==> config.mk <==
export PLATFORM = sky130hd
export DESIGN_NAME = timer16_byte_access_capture
export DESIGN_NICKNAME = d
export VERILOG_FILES = /design/src/design/timer16_pkg.sv /design/src/design/capture_edge_detect.sv /design/src/design/timer16_byte_access_capture.sv
export SDC_FILE = /design/constraint.sdc
export NUM_CORES = 1
export LEC_CHECK = 0
export ABC_AREA = 1
export ABC_CLOCK_PERIOD_IN_PS = 1490
export BUFFER_PORTS_ARGS = -buffer_cell sky130_fd_sc_hd__clkbuf_2
export CORE_MARGIN = 2
export CORE_UTILIZATION = 45
export CTS_CLUSTER_SIZE = 40
export DETAILED_ROUTE_END_ITERATION = 6
export GPL_TIMING_DRIVEN = 0
export PLACE_DENSITY_LB_ADDON = 0.3
export SETUP_SLACK_MARGIN = 0.15
export SLEW_MARGIN = 20
export SYNTH_ARGS = -nofsm -noshare
export SYNTH_HDL_FRONTEND = slang
export SYNTH_SLANG_ARGS = --single-unit
==> constraint.sdc <==
create_clock -name sys_clk_i -period 1.49 [get_ports sys_clk_i]
set_input_delay 0.2235 -clock sys_clk_i [delete_from_list [all_inputs] [get_ports sys_clk_i]]
set_output_delay 0.2235 -clock sys_clk_i [all_outputs]
set_load 0.02 [all_outputs]
==> src/design/timer16_pkg.sv <==
/*
 * Shared constants for the 16-bit timer byte access path and its
 * input capture unit. Assumes an 8-bit CPU bus with 3 address bits
 * that select one byte of one wide timer register.
 */
package timer16_pkg;

    typedef logic [2:0] byte_addr_t;

    // Byte addresses of the wide registers
    localparam byte_addr_t ADDR_CNT_L = 3'h0;
    localparam byte_addr_t ADDR_CNT_H = 3'h1;
    localparam byte_addr_t ADDR_CMPA_L = 3'h2;
    localparam byte_addr_t ADDR_CMPA_H = 3'h3;
    localparam byte_addr_t ADDR_CMPB_L = 3'h4;
    localparam byte_addr_t ADDR_CMPB_H = 3'h5;
    localparam byte_addr_t ADDR_CAP_L = 3'h6;
    localparam byte_addr_t ADDR_CAP_H = 3'h7;

    // Field positions of a wide register
    localparam int LOW_LSB = 0;
    localparam int HIGH_LSB = 8;

    // Reset values and counter maximum
    localparam logic [15:0] WIDE_RESET = 16'h0000;
    localparam logic [7:0] LATCH_RESET = 8'h00;
    localparam logic [15:0] COUNT_MAX = 16'hFFFF;

    // Waveform modes in which the capture register sets the top value
    localparam logic [15:0] CAP_TOP_MODES = 16'h5500;

    // Edge select encoding
    localparam logic EDGE_FALLING = 1'b0;
    localparam logic EDGE_RISING = 1'b1;

    // Source select encoding
    localparam logic SRC_PIN = 1'b0;
    localparam logic SRC_COMPARATOR = 1'b1;

endpackage
==> src/design/capture_edge_detect.sv <==
/*
 * Edge detector of the capture unit: picks the trigger source and
 * emits a one-cycle trigger on the selected edge.
 * Assumes both sources are already synchronous to sys_clk_i.
 */
`timescale 1ns/10ps
module capture_edge_detect
    import timer16_pkg::*;
(
    // Clock and reset
    input wire logic sys_clk_i,
    input wire logic arst_n_i,
    // Sources and settings
    input wire logic capture_pin_i,
    input wire logic comparator_output_i,
    input wire logic source_sel_i,
    input wire logic edge_sel_i,
    // Trigger
    output logic trigger_o
);
    logic level;
    logic prev_q;
    logic prev_d;
    logic valid_q;
    logic valid_d;

    always_comb
    begin
        level = (source_sel_i == SRC_COMPARATOR) ? comparator_output_i
                                                 : capture_pin_i;
        prev_d = level;
        valid_d = 1'b1;
    end

    always_ff @(posedge sys_clk_i or negedge arst_n_i)
    begin
        if (!arst_n_i)
        begin
            prev_q <= 1'b0;
            valid_q <= 1'b0;
        end
        else
        begin
            prev_q <= prev_d;
            valid_q <= valid_d;
        end
    end

    // First cycle after reset has no history, so no false edge
    // Switching the source may show as an edge; software should expect it
    always_comb
    begin
        if (!valid_q)
            trigger_o = 1'b0;
        else if (edge_sel_i == EDGE_RISING)
            trigger_o = level && !prev_q;
        else
            trigger_o = !level && prev_q;
    end

endmodule

==> src/design/timer16_byte_access_capture.sv <==
/*
 * Byte-wide access path of a 16-bit timer (counter, two compare and
 * one capture register behind one shared high-byte latch) with the
 * input capture unit and a simple up counter with overflow flag.
 * Assumes a CPU that issues at most one byte access per cycle and
 * keeps wide accesses in order and uninterrupted.
 */
// Function
// - Wide registers reached as two byte accesses
// - One shared high-byte latch for all registers
// - Low write loads latch and byte together
// - Low read copies upper byte into latch
// - Compare reads bypass and keep the latch
// - Overflow flag set per mode, may interrupt
// - Capture on selected edge of chosen source
// - Trigger copies counter into capture register
// - Capture flag set in copy cycle
// - Enabled flag raises capture interrupt request
// - Flag clears when vector is executed
// - Writing one clears flag, zero keeps
// - Capture high read returns the latch
// - Capture writable only in capture-top modes
`timescale 1ns/10ps
module timer16_byte_access_capture
    import timer16_pkg::*;
(
    // Clock and reset
    input wire logic sys_clk_i,
    input wire logic arst_n_i,
    // CPU byte bus
    input wire timer16_pkg::byte_addr_t bus_addr_i,
    input wire logic bus_wr_i,
    input wire logic bus_rd_i,
    input wire logic [7:0] bus_wdata_i,
    output logic [7:0] bus_rdata_o,
    // Configuration
    input wire logic [3:0] waveform_mode_select_i,
    input wire logic count_en_i,
    input wire logic capture_source_i,
    input wire logic capture_edge_i,
    input wire logic capture_irq_enable_i,
    input wire logic overflow_irq_enable_i,
    // Event sources
    input wire logic capture_pin_i,
    input wire logic comparator_output_i,
    // Flag control
    input wire logic capture_flag_write_i,
    input wire logic capture_flag_wdata_i,
    input wire logic capture_vector_ack_i,
    input wire logic overflow_flag_write_i,
    input wire logic overflow_flag_wdata_i,
    input wire logic overflow_vector_ack_i,
    // Status and requests
    output logic capture_flag_o,
    output logic overflow_flag_o,
    output logic capture_irq_o,
    output logic overflow_irq_o,
    output logic [15:0] counter_value_o,
    output logic [15:0] compare_a_value_o,
    output logic [15:0] compare_b_value_o,
    output logic [15:0] capture_value_o
);
    import timer16_pkg::*;

    logic [15:0] counter_value_q, counter_value_d;
    logic [15:0] compare_a_q, compare_a_d;
    logic [15:0] compare_b_q, compare_b_d;
    logic [15:0] capture_value_q, capture_value_d;
    logic [7:0] high_latch_q, high_latch_d;
    logic [7:0] rdata_q, rdata_d;
    logic capture_flag_q, capture_flag_d;
    logic overflow_flag_q, overflow_flag_d;

    logic cap_trigger;
    logic cap_is_top;
    logic [15:0] top_value;
    logic wrap;
    logic wr_low;
    logic wr_high;
    logic rd_low;
    logic [15:0] low_target;

    capture_edge_detect u_edge
    (
        .sys_clk_i(sys_clk_i),
        .arst_n_i(arst_n_i),
        .capture_pin_i(capture_pin_i),
        .comparator_output_i(comparator_output_i),
        .source_sel_i(capture_source_i),
        .edge_sel_i(capture_edge_i),
        .trigger_o(cap_trigger)
    );

    // Decoding: even address is the low byte, odd the high byte
    always_comb
    begin
        wr_low = bus_wr_i && !bus_addr_i[0];
        wr_high = bus_wr_i && bus_addr_i[0];
        rd_low = bus_rd_i && !bus_wr_i && !bus_addr_i[0];
        cap_is_top = CAP_TOP_MODES[waveform_mode_select_i];
        top_value = cap_is_top ? capture_value_q : COUNT_MAX;
        wrap = count_en_i && (counter_value_q == top_value);
        case (bus_addr_i)
            ADDR_CNT_L: low_target = counter_value_q;
            ADDR_CMPA_L: low_target = compare_a_q;
            ADDR_CMPB_L: low_target = compare_b_q;
            ADDR_CAP_L: low_target = capture_value_q;
            default: low_target = WIDE_RESET;
        endcase
    end

    // Shared high-byte latch
    always_comb
    begin
        high_latch_d = high_latch_q;
        if (wr_high)
            high_latch_d = bus_wdata_i;
        else if (rd_low && bus_addr_i != ADDR_CMPA_L
                 && bus_addr_i != ADDR_CMPB_L)
            high_latch_d = low_target[HIGH_LSB +: 8];
    end

    // Wide registers; a CPU counter write overrides counting
    always_comb
    begin
        counter_value_d = counter_value_q;
        compare_a_d = compare_a_q;
        compare_b_d = compare_b_q;
        capture_value_d = capture_value_q;
        if (wr_low && bus_addr_i == ADDR_CNT_L)
            counter_value_d = {high_latch_q, bus_wdata_i};
        else if (wrap)
            counter_value_d = WIDE_RESET;
        else if (count_en_i)
            counter_value_d = counter_value_q + 16'h0001;
        if (wr_low && bus_addr_i == ADDR_CMPA_L)
            compare_a_d = {high_latch_q, bus_wdata_i};
        if (wr_low && bus_addr_i == ADDR_CMPB_L)
            compare_b_d = {high_latch_q, bus_wdata_i};
        // The hardware stamp wins over a CPU write in the same cycle
        if (cap_trigger)
            capture_value_d = counter_value_q;
        else if (wr_low && bus_addr_i == ADDR_CAP_L && cap_is_top)
            capture_value_d = {high_latch_q, bus_wdata_i};
    end

    // Read data, registered
    always_comb
    begin
        rdata_d = rdata_q;
        if (bus_rd_i && !bus_wr_i)
        begin
            case (bus_addr_i)
                ADDR_CMPA_H: rdata_d = compare_a_q[HIGH_LSB +: 8];
                ADDR_CMPB_H: rdata_d = compare_b_q[HIGH_LSB +: 8];
                ADDR_CNT_H: rdata_d = high_latch_q;
                ADDR_CAP_H: rdata_d = high_latch_q;
                default: rdata_d = low_target[LOW_LSB +: 8];
            endcase
        end
    end

    // Flags: a new event wins over any clear in the same cycle
    always_comb
    begin
        capture_flag_d = capture_flag_q;
        if (cap_trigger)
            capture_flag_d = 1'b1;
        else if (capture_vector_ack_i)
            capture_flag_d = 1'b0;
        else if (capture_flag_write_i && capture_flag_wdata_i)
            capture_flag_d = 1'b0;
        overflow_flag_d = overflow_flag_q;
        if (wrap)
            overflow_flag_d = 1'b1;
        else if (overflow_vector_ack_i)
            overflow_flag_d = 1'b0;
        else if (overflow_flag_write_i && overflow_flag_wdata_i)
            overflow_flag_d = 1'b0;
    end

    always_ff @(posedge sys_clk_i or negedge arst_n_i)
    begin
        if (!arst_n_i)
        begin
            counter_value_q <= WIDE_RESET;
            compare_a_q <= WIDE_RESET;
            compare_b_q <= WIDE_RESET;
            capture_value_q <= WIDE_RESET;
            high_latch_q <= LATCH_RESET;
            rdata_q <= LATCH_RESET;
            capture_flag_q <= 1'b0;
            overflow_flag_q <= 1'b0;
        end
        else
        begin
            counter_value_q <= counter_value_d;
            compare_a_q <= compare_a_d;
            compare_b_q <= compare_b_d;
            capture_value_q <= capture_value_d;
            high_latch_q <= high_latch_d;
            rdata_q <= rdata_d;
            capture_flag_q <= capture_flag_d;
            overflow_flag_q <= overflow_flag_d;
        end
    end

    always_comb
    begin
        bus_rdata_o = rdata_q;
        capture_flag_o = capture_flag_q;
        overflow_flag_o = overflow_flag_q;
        capture_irq_o = capture_flag_q && capture_irq_enable_i;
        overflow_irq_o = overflow_flag_q && overflow_irq_enable_i;
        counter_value_o = counter_value_q;
        compare_a_value_o = compare_a_q;
        compare_b_value_o = compare_b_q;
        capture_value_o = capture_value_q;
    end
endmodule

Yosys cells after proc, flatten, opt, wreduce, memory -nomap -nowiden
Memory sizes are Yosys's and may differ from the RTL's.
Cells that the tools add are included.
{"block": "totals", "reg_bits": 84, "latchBits": 0, "ram_bits": 0, "mem_bits_ro": 16, "in_bits": 32, "out_inout_bits": 76, "wordCells": 72, "mem_count": 1}
{"name": "(name not given)", "depth": 16, "width": 1, "rd": 1, "rd_clocked_by_memory_dff": 0, "write_ports": 0, "line": "timer16_byte_access_capture.sv:100", "text": "cap_is_top = CAP_TOP_MODES[waveform_mode_select_i];"}
{"block": "op_classes", "n_addsub": 1, "n_mul": 0, "n_div": 0, "n_lt_le_gt_ge": 1, "n_eq_ne": 10, "shifts": 0, "n_mux": 20, "bitwise": 0, "n_reduce_logical": 29}
{"op": "16-bit two-way mux", "n": 6}
{"op": "16-bit one-hot mux with 4 select lines", "n": 1}
{"op": "8-bit one-hot mux with 3 select lines", "n": 1}
{"op": "1-bit logical AND", "n": 18}
{"op": "16-bit by 1-bit adder with 16-bit output, second input constant", "n": 1}
{"op": "16-bit equality test", "n": 1}
{"op": "8-bit two-way mux", "n": 2}
{"op": "3-bit equality test, second input constant", "n": 4}
{"op": "1-bit two-way mux", "n": 10}
{"op": "3-bit nonzero test", "n": 3}
{"op": "3-bit by 2-bit equality test with 1-bit output, second input constant", "n": 2}
{"op": "4-bit by 5-bit < comparator with 1-bit output, second input constant", "n": 1}
{"op": "1-bit logical NOT", "n": 4}
{"op": "2-bit nonzero test", "n": 2}
{"op": "3-bit by 1-bit equality test with 1-bit output, second input constant", "n": 1}
{"op": "3-bit logical NOT", "n": 1}
{"op": "3-bit by 2-bit != test with 1-bit output, second input constant", "n": 1}
{"op": "3-bit != test, second input constant", "n": 1}
{"op": "2-bit OR reduction", "n": 1}

Longest topological paths before layout
Gate-level depths: netlist of the first run.
{"block": "depth", "word_depth": 7, "mapped_depth": 13}

Cells and area by module
A second synthesis of the first run with hierarchy kept.
{"block": "hier_totals", "cells_unflattened": 720, "area_unflattened_um2": 5076.1}
{"mod": "timer16_byte_access_capture", "instances": 1, "cells_per_inst": 703, "area_each_um2": 4961.0, "seq_area_each_um2": 2052.0}
{"mod": "capture_edge_detect", "instances": 1, "cells_per_inst": 17, "area_each_um2": 115.1, "seq_area_each_um2": 50.0}

Least setup slack after synthesis of the first run
No wires, ideal clock.
{"block": "synth_path", "path_type": "flip-flop to flip-flop", "start": "reg counter_value_q[1] (netlist: counter_value_o[1])", "end": "reg counter_value_q[15] (netlist: counter_value_o[15])", "setup_time_ps": 117, "arrival_time_ps": 1503, "slack_ps": -130, "stages_incl_launch_ff": 9, "n_path_buf": 0, "period_less_slack_ps": 1620, "path_cell_list": "dfrtp_1 > inv_1 > nor3_2 > nand2_1 > nor2_2 > nand2_1 > xor2_1 > nand3_1 > nand2_1"}
{"block": "synth_between", "elab_chain_cells": 4}
{"item": "start: declaration", "line": "timer16_byte_access_capture.sv:65", "text": "logic [15:0] counter_value_q, counter_value_d;"}
{"item": "start signal: assignment", "line": "timer16_byte_access_capture.sv:197", "text": "counter_value_q <= counter_value_d;"}
{"item": "16-bit by 1-bit adder with 16-bit output / 16-bit equality test (equally long branches)", "line": "timer16_byte_access_capture.sv:135, timer16_byte_access_capture.sv:102"}
{"item": "16-bit two-way mux / 1-bit logical AND (equally long branches)", "line": "timer16_byte_access_capture.sv:134, timer16_byte_access_capture.sv:102"}
{"item": "16-bit two-way mux", "line": "timer16_byte_access_capture.sv:132", "text": "else if (wrap)"}
{"item": "16-bit two-way mux", "line": "timer16_byte_access_capture.sv:130", "text": "if (wr_low && bus_addr_i == ADDR_CNT_L)"}
Several ways; a longest one is shown, not always the timed one. The select of a mux whose other input is x is not followed.
A chain may end at the register's enable or synchronous reset.

Final worst setup path of the first run
{"block": "layout_path", "start": "reg capture_value_q[15] (netlist: capture_value_o[15])", "end": "reg counter_value_q[9] (netlist: counter_value_o[9])"}
{"block": "layout_between", "elab_chain_cells": 5}
{"item": "start: declaration", "line": "timer16_byte_access_capture.sv:68", "text": "logic [15:0] capture_value_q, capture_value_d;"}
{"item": "start signal: assignment", "line": "timer16_byte_access_capture.sv:200", "text": "capture_value_q <= capture_value_d;"}
{"item": "16-bit two-way mux (*)", "line": "timer16_byte_access_capture.sv:101", "text": "top_value = cap_is_top ? capture_value_q : COUNT_MAX;"}
{"item": "16-bit equality test (*)", "line": "timer16_byte_access_capture.sv:102", "text": "wrap = count_en_i && (counter_value_q == top_value);"}
{"item": "1-bit logical AND (*)", "line": "timer16_byte_access_capture.sv:102"}
{"item": "16-bit two-way mux", "line": "timer16_byte_access_capture.sv:132"}
{"item": "16-bit two-way mux", "line": "timer16_byte_access_capture.sv:130"}
Every way passes the cells marked *; elsewhere a longest branch is shown, timed or not.

==> results of run 1 <==
[sequential cells by signal (all words and copies together) (netlist names)]
name,flops
bus_rdata_o,8
capture_flag_o,1
capture_value_o,16
compare_a_value_o,16
compare_b_value_o,16
counter_value_o,16
high_latch_q,8
overflow_flag_o,1
u_edge.prev_q,1
u_edge.valid_q,1
[power groups by stage]
stage | Sequential [mW] | Combinational, mW | Clock, mW
5_1_grt | 3.55 | 4.75 | 1.95
3_5_place_dp | 3.53 | 3.21 | 0
6_report | 3.49 | 4.41 | 1.84
2_1_floorplan | 3.98 | 1.45 | 0
3_3_place_gp | 3.51 | 3.16 | 0
4_1_cts | 3.45 | 3.86 | 1.86
[what timing repair did]
item | CTS | global route
gates resized for setup | 71 | 91
endpoints found under the hold margin | 84 | 0
setup endpoints to repair | 37 | 81
setup buffers | 41 | 16
gates cloned | 2 | 1
pin swaps | 18 | 21
hold buffers | 1 | 0
[cell families (layout without fill, tap and decap cells)]
| logic type | Yosys count | count (layout) | synth area share [%] |
|---|---|---|---|
| AND/OR/NAND/NOR | 349 | 350 | 30.4 |
| buffers and inverters | 133 | 311 | 10.9 |
| AO/OA/AOI/OAI | 118 | 118 | 14.4 |
| flip-flops | 84 | 84 | 42.1 |
| XOR/XNOR | 10 | 10 | 1.75 |
| adder cells (fa/ha/maj) | 1 | 1 | 0.251 |
| other | 1 | 1 | 0.0751 |
[worst paths after layout]
| check | startpoint | end | slack [ns] | cells past startpoint |
|---|---|---|---|---|
| setup / recovery | capture_value_o[15]$_DFFE_PN0P_ | counter_value_o[9]$_DFFE_PN0P_ | -0.06 | 8 |
| hold / removal | capture_vector_ack_i | capture_flag_o$_DFFE_PN0P_ | 0.1 | 4 |
| setup reg to reg | capture_value_o[15]$_DFFE_PN0P_ | counter_value_o[9]$_DFFE_PN0P_ | -0.06 | 8 |
| hold reg to reg | bus_rdata_o[3]$_DFFE_PN0P_ | bus_rdata_o[3]$_DFFE_PN0P_ | 0.49 | 2 |
| max in group asynchronous | arst_n_i | counter_value_o[0]$_DFFE_PN0P_ | 0.49 | 2 |
| min in group asynchronous | arst_n_i | compare_a_value_o[12]$_DFFE_PN0P_ | 0.44 | 2 |
[worst max-delay path, stage by stage (launching register included)]
cell and delay (ns):
dfrtp_1 0.41, inv_1 0.14, nand2_1 0.10, a21oi_1 0.13
nand3_1 0.14, nor2_4 0.20, nand3_4 0.16, nand3_2 0.11
nand2_1 0.05
[layout make-up]
type	instances	area share [%]
Buffer	22	2.58
Clock inverter	6	1.28
Tap cell	140	2.49
Sequential cell	84	30.2
Multi-Input combinational cell	480	39.6
Inverter	111	6.25
Clock buffer	9	1.76
Timing Repair Buffer	163	15.8
[cells in the final DEF (no fill, tap or decap), types with 17 or more instances in the layout]
cell type  instances
nand2_1          207
clkbuf_2          97
inv_1             83
dfrtp_1           65
buf_4             50
nand3_1           41
o21ai_0           37
nand3_2           23
o22ai_1           21
inv_2             20
nor2_1            20
buf_6             19
dfrtp_2           19
o21ai_1           17
[metal layers]
layer | share of wire [%] | up-vias | GRT usage [%]
li1 | - | 2627 | -
met1 | 42 | 2830 | 44.5
met2 | 47 | 305 | 51.0
met3 | 8.5 | 43 | 4.98
met4 | 2.8 | 0 | 12.4
met5 | 0 | - | 0
==> metrics.cfg, run 1 <==
[timing]
setup_ws_ns=-0.0645
slew_headroom_pct=53.4
skew_ns=0.00682
rsz0062_at_grt=yes
min_period_over_period_pct=104
tightest_slew_ns=0.699
final.min_clock_period_ns=1.55
fin_hold_ws_ns=0.0967
fmax_mhz=643
hold_viol=0
setup_tns_ns=-0.686
finalSetupViolCount=17
timing.final.max_slew_violations=0

[critical_path]
required_ns=1.76
cp_max_fo=5
worst_setup_path_end_kind=flip-flop
crit_type=reg2reg
worst-endpoint-arrival_ns=1.83
startpoint_type=flip-flop

[global_route]
grt_pass1_vias=5471
grt_max_degree=85
grt_pass1_wl_um=28600
grt_usage_pct=32.2
antenna_found_initial=0
overflow=0

[logic_synthesis]
syn_area_sq_mm=0.00499
syn_area_per_cell_sq_um=7.17
synth_warnings=0
ys_top_cells_by_count=219 x nand2_1, 102 x inv_1, 84 x dfrtp_1
synthTopCellsByArea=dfrtp_1 42%, nand2_1 16%, inv_1 7.7%, nand3_1 6.4%, o21ai_0 4.5%
syn_inst=696
synthArstFlopShare_pct=100
synth-main-ff-cell=dfrtp_1
synth-seq-cells=84
synth_nets=729
yosys.area.top_type_share_pct=42.1
yosysSeqAreaShare_pct=42.1
yosys.area.top_type=dfrtp_1
yosysMostFrequentCell=nand2_1
synth-edff-count=0
ys_types=36

[clock_network]
cts_buffer_depth=2
clk_latency_ns=0.38
h-tree-depth=3
cts_sinks=84
clk_pin_slew_worst_paths_ns=0.09
cts_buffers=9
root_buffer=clkbuf_8
cts_tree=yes

[cells_and_area]
drive_gt1_share_pct=38.2
multi_input_area_sq_mm=0.00279
antennaDiodeCount=0
layoutNonFillerInstCount=1015
final_core_util_pct=64.9
nets=904
fillers=988
area_growth_pct=40.8
regArea_sq_mm=0.00213
fin_area_sq_mm=0.00703

[die]
chipHeight_um=109
die-area_sq_mm=0.0120
core-area_sq_mm=0.0108
die_x_um=109
rows=38
ios=108
start_util_pct=46.1

[outcome]
violations=negative setup slack
outcome=complete, but fails checks

[detailed_routing]
drc=0
wl_um=19600
final_antenna_net_count=0
firstDrtPassIters=7
via_per_inst=5.72
num_vias=5805
first_iter_violations=524
wl_per_cell_um=19.3

[power]
combPwrFrac_pct=45.3
p_int_mw=5.53
swShare_pct=43.2
seqPwrFrac_pct=35.8
vdd_drop_max_mv=0.768
pwr_density_cell_mw_per_mm2=1390
p_switching_mw=4.21
power_mw=9.74
clkPwrFrac_pct=18.9
p_leak_nw=3.54

[placed_design]
place_congestion=0.998
dpl.cell_count=939
port_buffers=103
dpl_cell_area_sq_mm=0.00578
dp_slack_ns=-0.444
dpl.hpwl_um=13800

[worst_hold_path]
hold_class=in2reg

[flow_run]
maxCapViolations=0

(Power assumes the default switching activity.)
==> run 2: changes to the inputs <==
--- a/config.mk
+++ b/config.mk
@@ -12,7 +12,6 @@
 export CORE_UTILIZATION = 45
 export CTS_CLUSTER_SIZE = 40
 export DETAILED_ROUTE_END_ITERATION = 6
-export GPL_TIMING_DRIVEN = 0
 export PLACE_DENSITY_LB_ADDON = 0.3
 export SETUP_SLACK_MARGIN = 0.15
 export SLEW_MARGIN = 20
==> metrics.cfg, run 2 (same netlist as run 1, synthesis figures left out) <==
[critical_path]
crit_type=reg2reg
timing.rr.start=capture_value_o[3]$_DFFE_PN0P_
regToRegSetupSlack_ns=-0.06  ; about the same
cp_max_fo=8  ; +3
required_ns=1.76  ; about the same
worst_setup_path_end_kind=flip-flop
worst-endpoint-arrival_ns=1.82  ; about the same
cp-startpoint=capture_value_o[3]$_DFFE_PN0P_
startpoint_type=flip-flop
crit_end=counter_value_o[14]$_DFFE_PN0P_
rr_worst_depth=9  ; +1
worstReg2RegEnd=counter_value_o[14]$_DFFE_PN0P_

[clock_network]
clk_pin_slew_worst_paths_ns=0.10  ; about the same
clk_latency_ns=0.38  ; about the same
cts_tree=yes
cts_sinks=84  ; unchanged
cts_buffers=9  ; unchanged
root_buffer=clkbuf_8
cts_buffer_depth=2  ; unchanged
h-tree-depth=3  ; unchanged

[detailed_routing]
final_antenna_net_count=0  ; unchanged
first_iter_violations=833  ; +59%
num_vias=6071  ; +4.6%
drc=0  ; unchanged
wl_um=19300  ; -1.3%
firstDrtPassIters=5  ; -2
wl_per_cell_um=18.5  ; -4.0%
via_per_inst=5.82  ; +1.7%

[outcome]
outcome=complete, but fails checks
violations=negative setup slack

[timing]
min_period_over_period_pct=104  ; -0.11 points
setup_ws_ns=-0.0628  ; +0.00171 ns
finalSetupViolCount=17  ; unchanged
rsz0062_at_grt=yes
final.min_clock_period_ns=1.55  ; -0.00171 ns
skew_ns=0.0156  ; +0.00873 ns
fmax_mhz=644  ; +0.11%
timing.final.max_slew_violations=0  ; unchanged
hold_viol=0  ; unchanged

[global_route]
grt_pass1_wl_um=26900  ; -6.0%
antenna_found_initial=0  ; unchanged
grt_usage_pct=29.7  ; -2.5 points
grt_pass1_vias=5354  ; -2.1%
grt_max_degree=34  ; -60%
overflow=0  ; unchanged

[cells_and_area]
layout_commonest_cell=nand2_1
mostFrequentLayoutCells=203 x nand2_1, 92 x clkbuf_2, 83 x inv_1
antennaDiodeCount=0  ; unchanged
drive_gt1_share_pct=39.7  ; +1.5 points
area_growth_pct=48.3
nets=932  ; +3.1%
fillers=875  ; -11%

[die]
chipHeight_um=109  ; unchanged
die_x_um=109  ; unchanged
core-area_sq_mm=0.0108  ; unchanged
rows=38  ; unchanged
die-area_sq_mm=0.0120  ; unchanged
ios=108  ; unchanged
start_util_pct=46.1  ; unchanged

[worst_hold_path]
hold_class=in2reg

[flow_run]
maxCapViolations=0  ; unchanged

[placed_design]
dpl.hpwl_um=13100  ; -5.1%
place_congestion=1.02  ; +2.1%
port_buffers=105  ; +1.9%
dp_slack_ns=-0.256  ; +0.188 ns

[power]
pwr_density_cell_mw_per_mm2=1360  ; -2.1%
vdd_drop_max_mv=0.993  ; +29%
power_mw=10.0  ; +3.1%
p_leak_nw=3.78  ; +6.5%

[run 2: cell types whose count changed in the layout (fill, tap and decap cells not counted), sizes merged]
cell	delta
clkinvlp	-3
buf	+37
bufinv	-2
clkbuf	-6
inv	+3
[run 2: cell type report]
cell class                 instances  area (sq um)  share of cell area (%)
multi-input combinational        480          2850                    38.4
sequential                        84          2120                    28.7
timing repair buffer             213          1650                    22.3
inverter                         111           424                    5.73
tap                              140           175                    2.37
clock buffer                      12           155                    2.09
clock inverter                     4          31.3                   0.422
[run 2: through the flow]
stage / TNS, ns / area, sq um / utilization (%) / hold WS (ns) / cells
after floorplan: 0 / 5080 / - / -0.0721 / 696
after global placement: -2.55 / 6300 / 58.1 / 0.158 / 993
after detailed placement: -3.37 / 6300 / 58.1 / 0.165 / 993
after CTS: 0 / 6750 / 62.3 / 0.0749 / 1027
after global routing: -2.09 / 7410 / 68.3 / 0.0993 / 1044
final: -0.588 / 7410 / 68.3 / 0.0762 / 1044
[run 2: worst min-delay path by stage]
stage | start | endpoint | slack (ns) | depth (start not counted)
5_1_grt | comparator_output_i | u_edge.prev_q$_DFF_PN0_ | 0.1 | 3
3_5_place_dp | arst_n_i | bus_rdata_o[3]$_DFFE_PN0P_ | 0.17 | 1
4_1_cts | comparator_output_i | u_edge.prev_q$_DFF_PN0_ | 0.07 | 3
3_3_place_gp | arst_n_i | compare_a_value_o[11]$_DFFE_PN0P_ | 0.16 | 1
6_report | comparator_output_i | u_edge.prev_q$_DFF_PN0_ | 0.08 | 3
2_1_floorplan | arst_n_i | bus_rdata_o[0]$_DFFE_PN0P_ | -0.07 | 0
[run 2: layer usage]
| metal | track usage [%] | vias up | wire length, um |
|---|---|---|---|
| met4 | 13.2 | 0 | 963 |
| met3 | 3.38 | 87 | 1900 |
| met5 | 0 | - | 0 |
| li1 | - | 2684 | - |
| met1 | 39.1 | 2887 | 7260 |
| met2 | 49.3 | 413 | 9190 |
[run 2: worst max-delay path, cell delays in order, from the launching register on]
cell	delay (ns)
dfrtp_2	0.42
inv_2	0.10
nand3_2	0.10
nand2_2	0.09
buf_4	0.11
nand3_1	0.10
nor2_2	0.17
nand3_4	0.17
nand3_1	0.13
nand2_1	0.05
[run 2: report_power, final]
part | total (mW) | leakage, nW | internal (mW) | switching (mW)
sequential | 3.46 | 1.04 | 2.85 | 0.612
clock | 1.62 | 0.0969 | 0.708 | 0.907
combinational | 4.97 | 2.64 | 2.11 | 2.85
total | 10.0 | 3.78 | 5.67 | 4.37
[run 2: what timing repair did]
action | in CTS | in global routing
endpoints found under the setup margin | 24 | 48
hold endpoints to repair | 24 | 0
pin swaps | 24 | 41
resized for setup | 40 | 110
hold buffers | 1 | 0
setup buffers | 16 | 12
cloned | 1 | 5
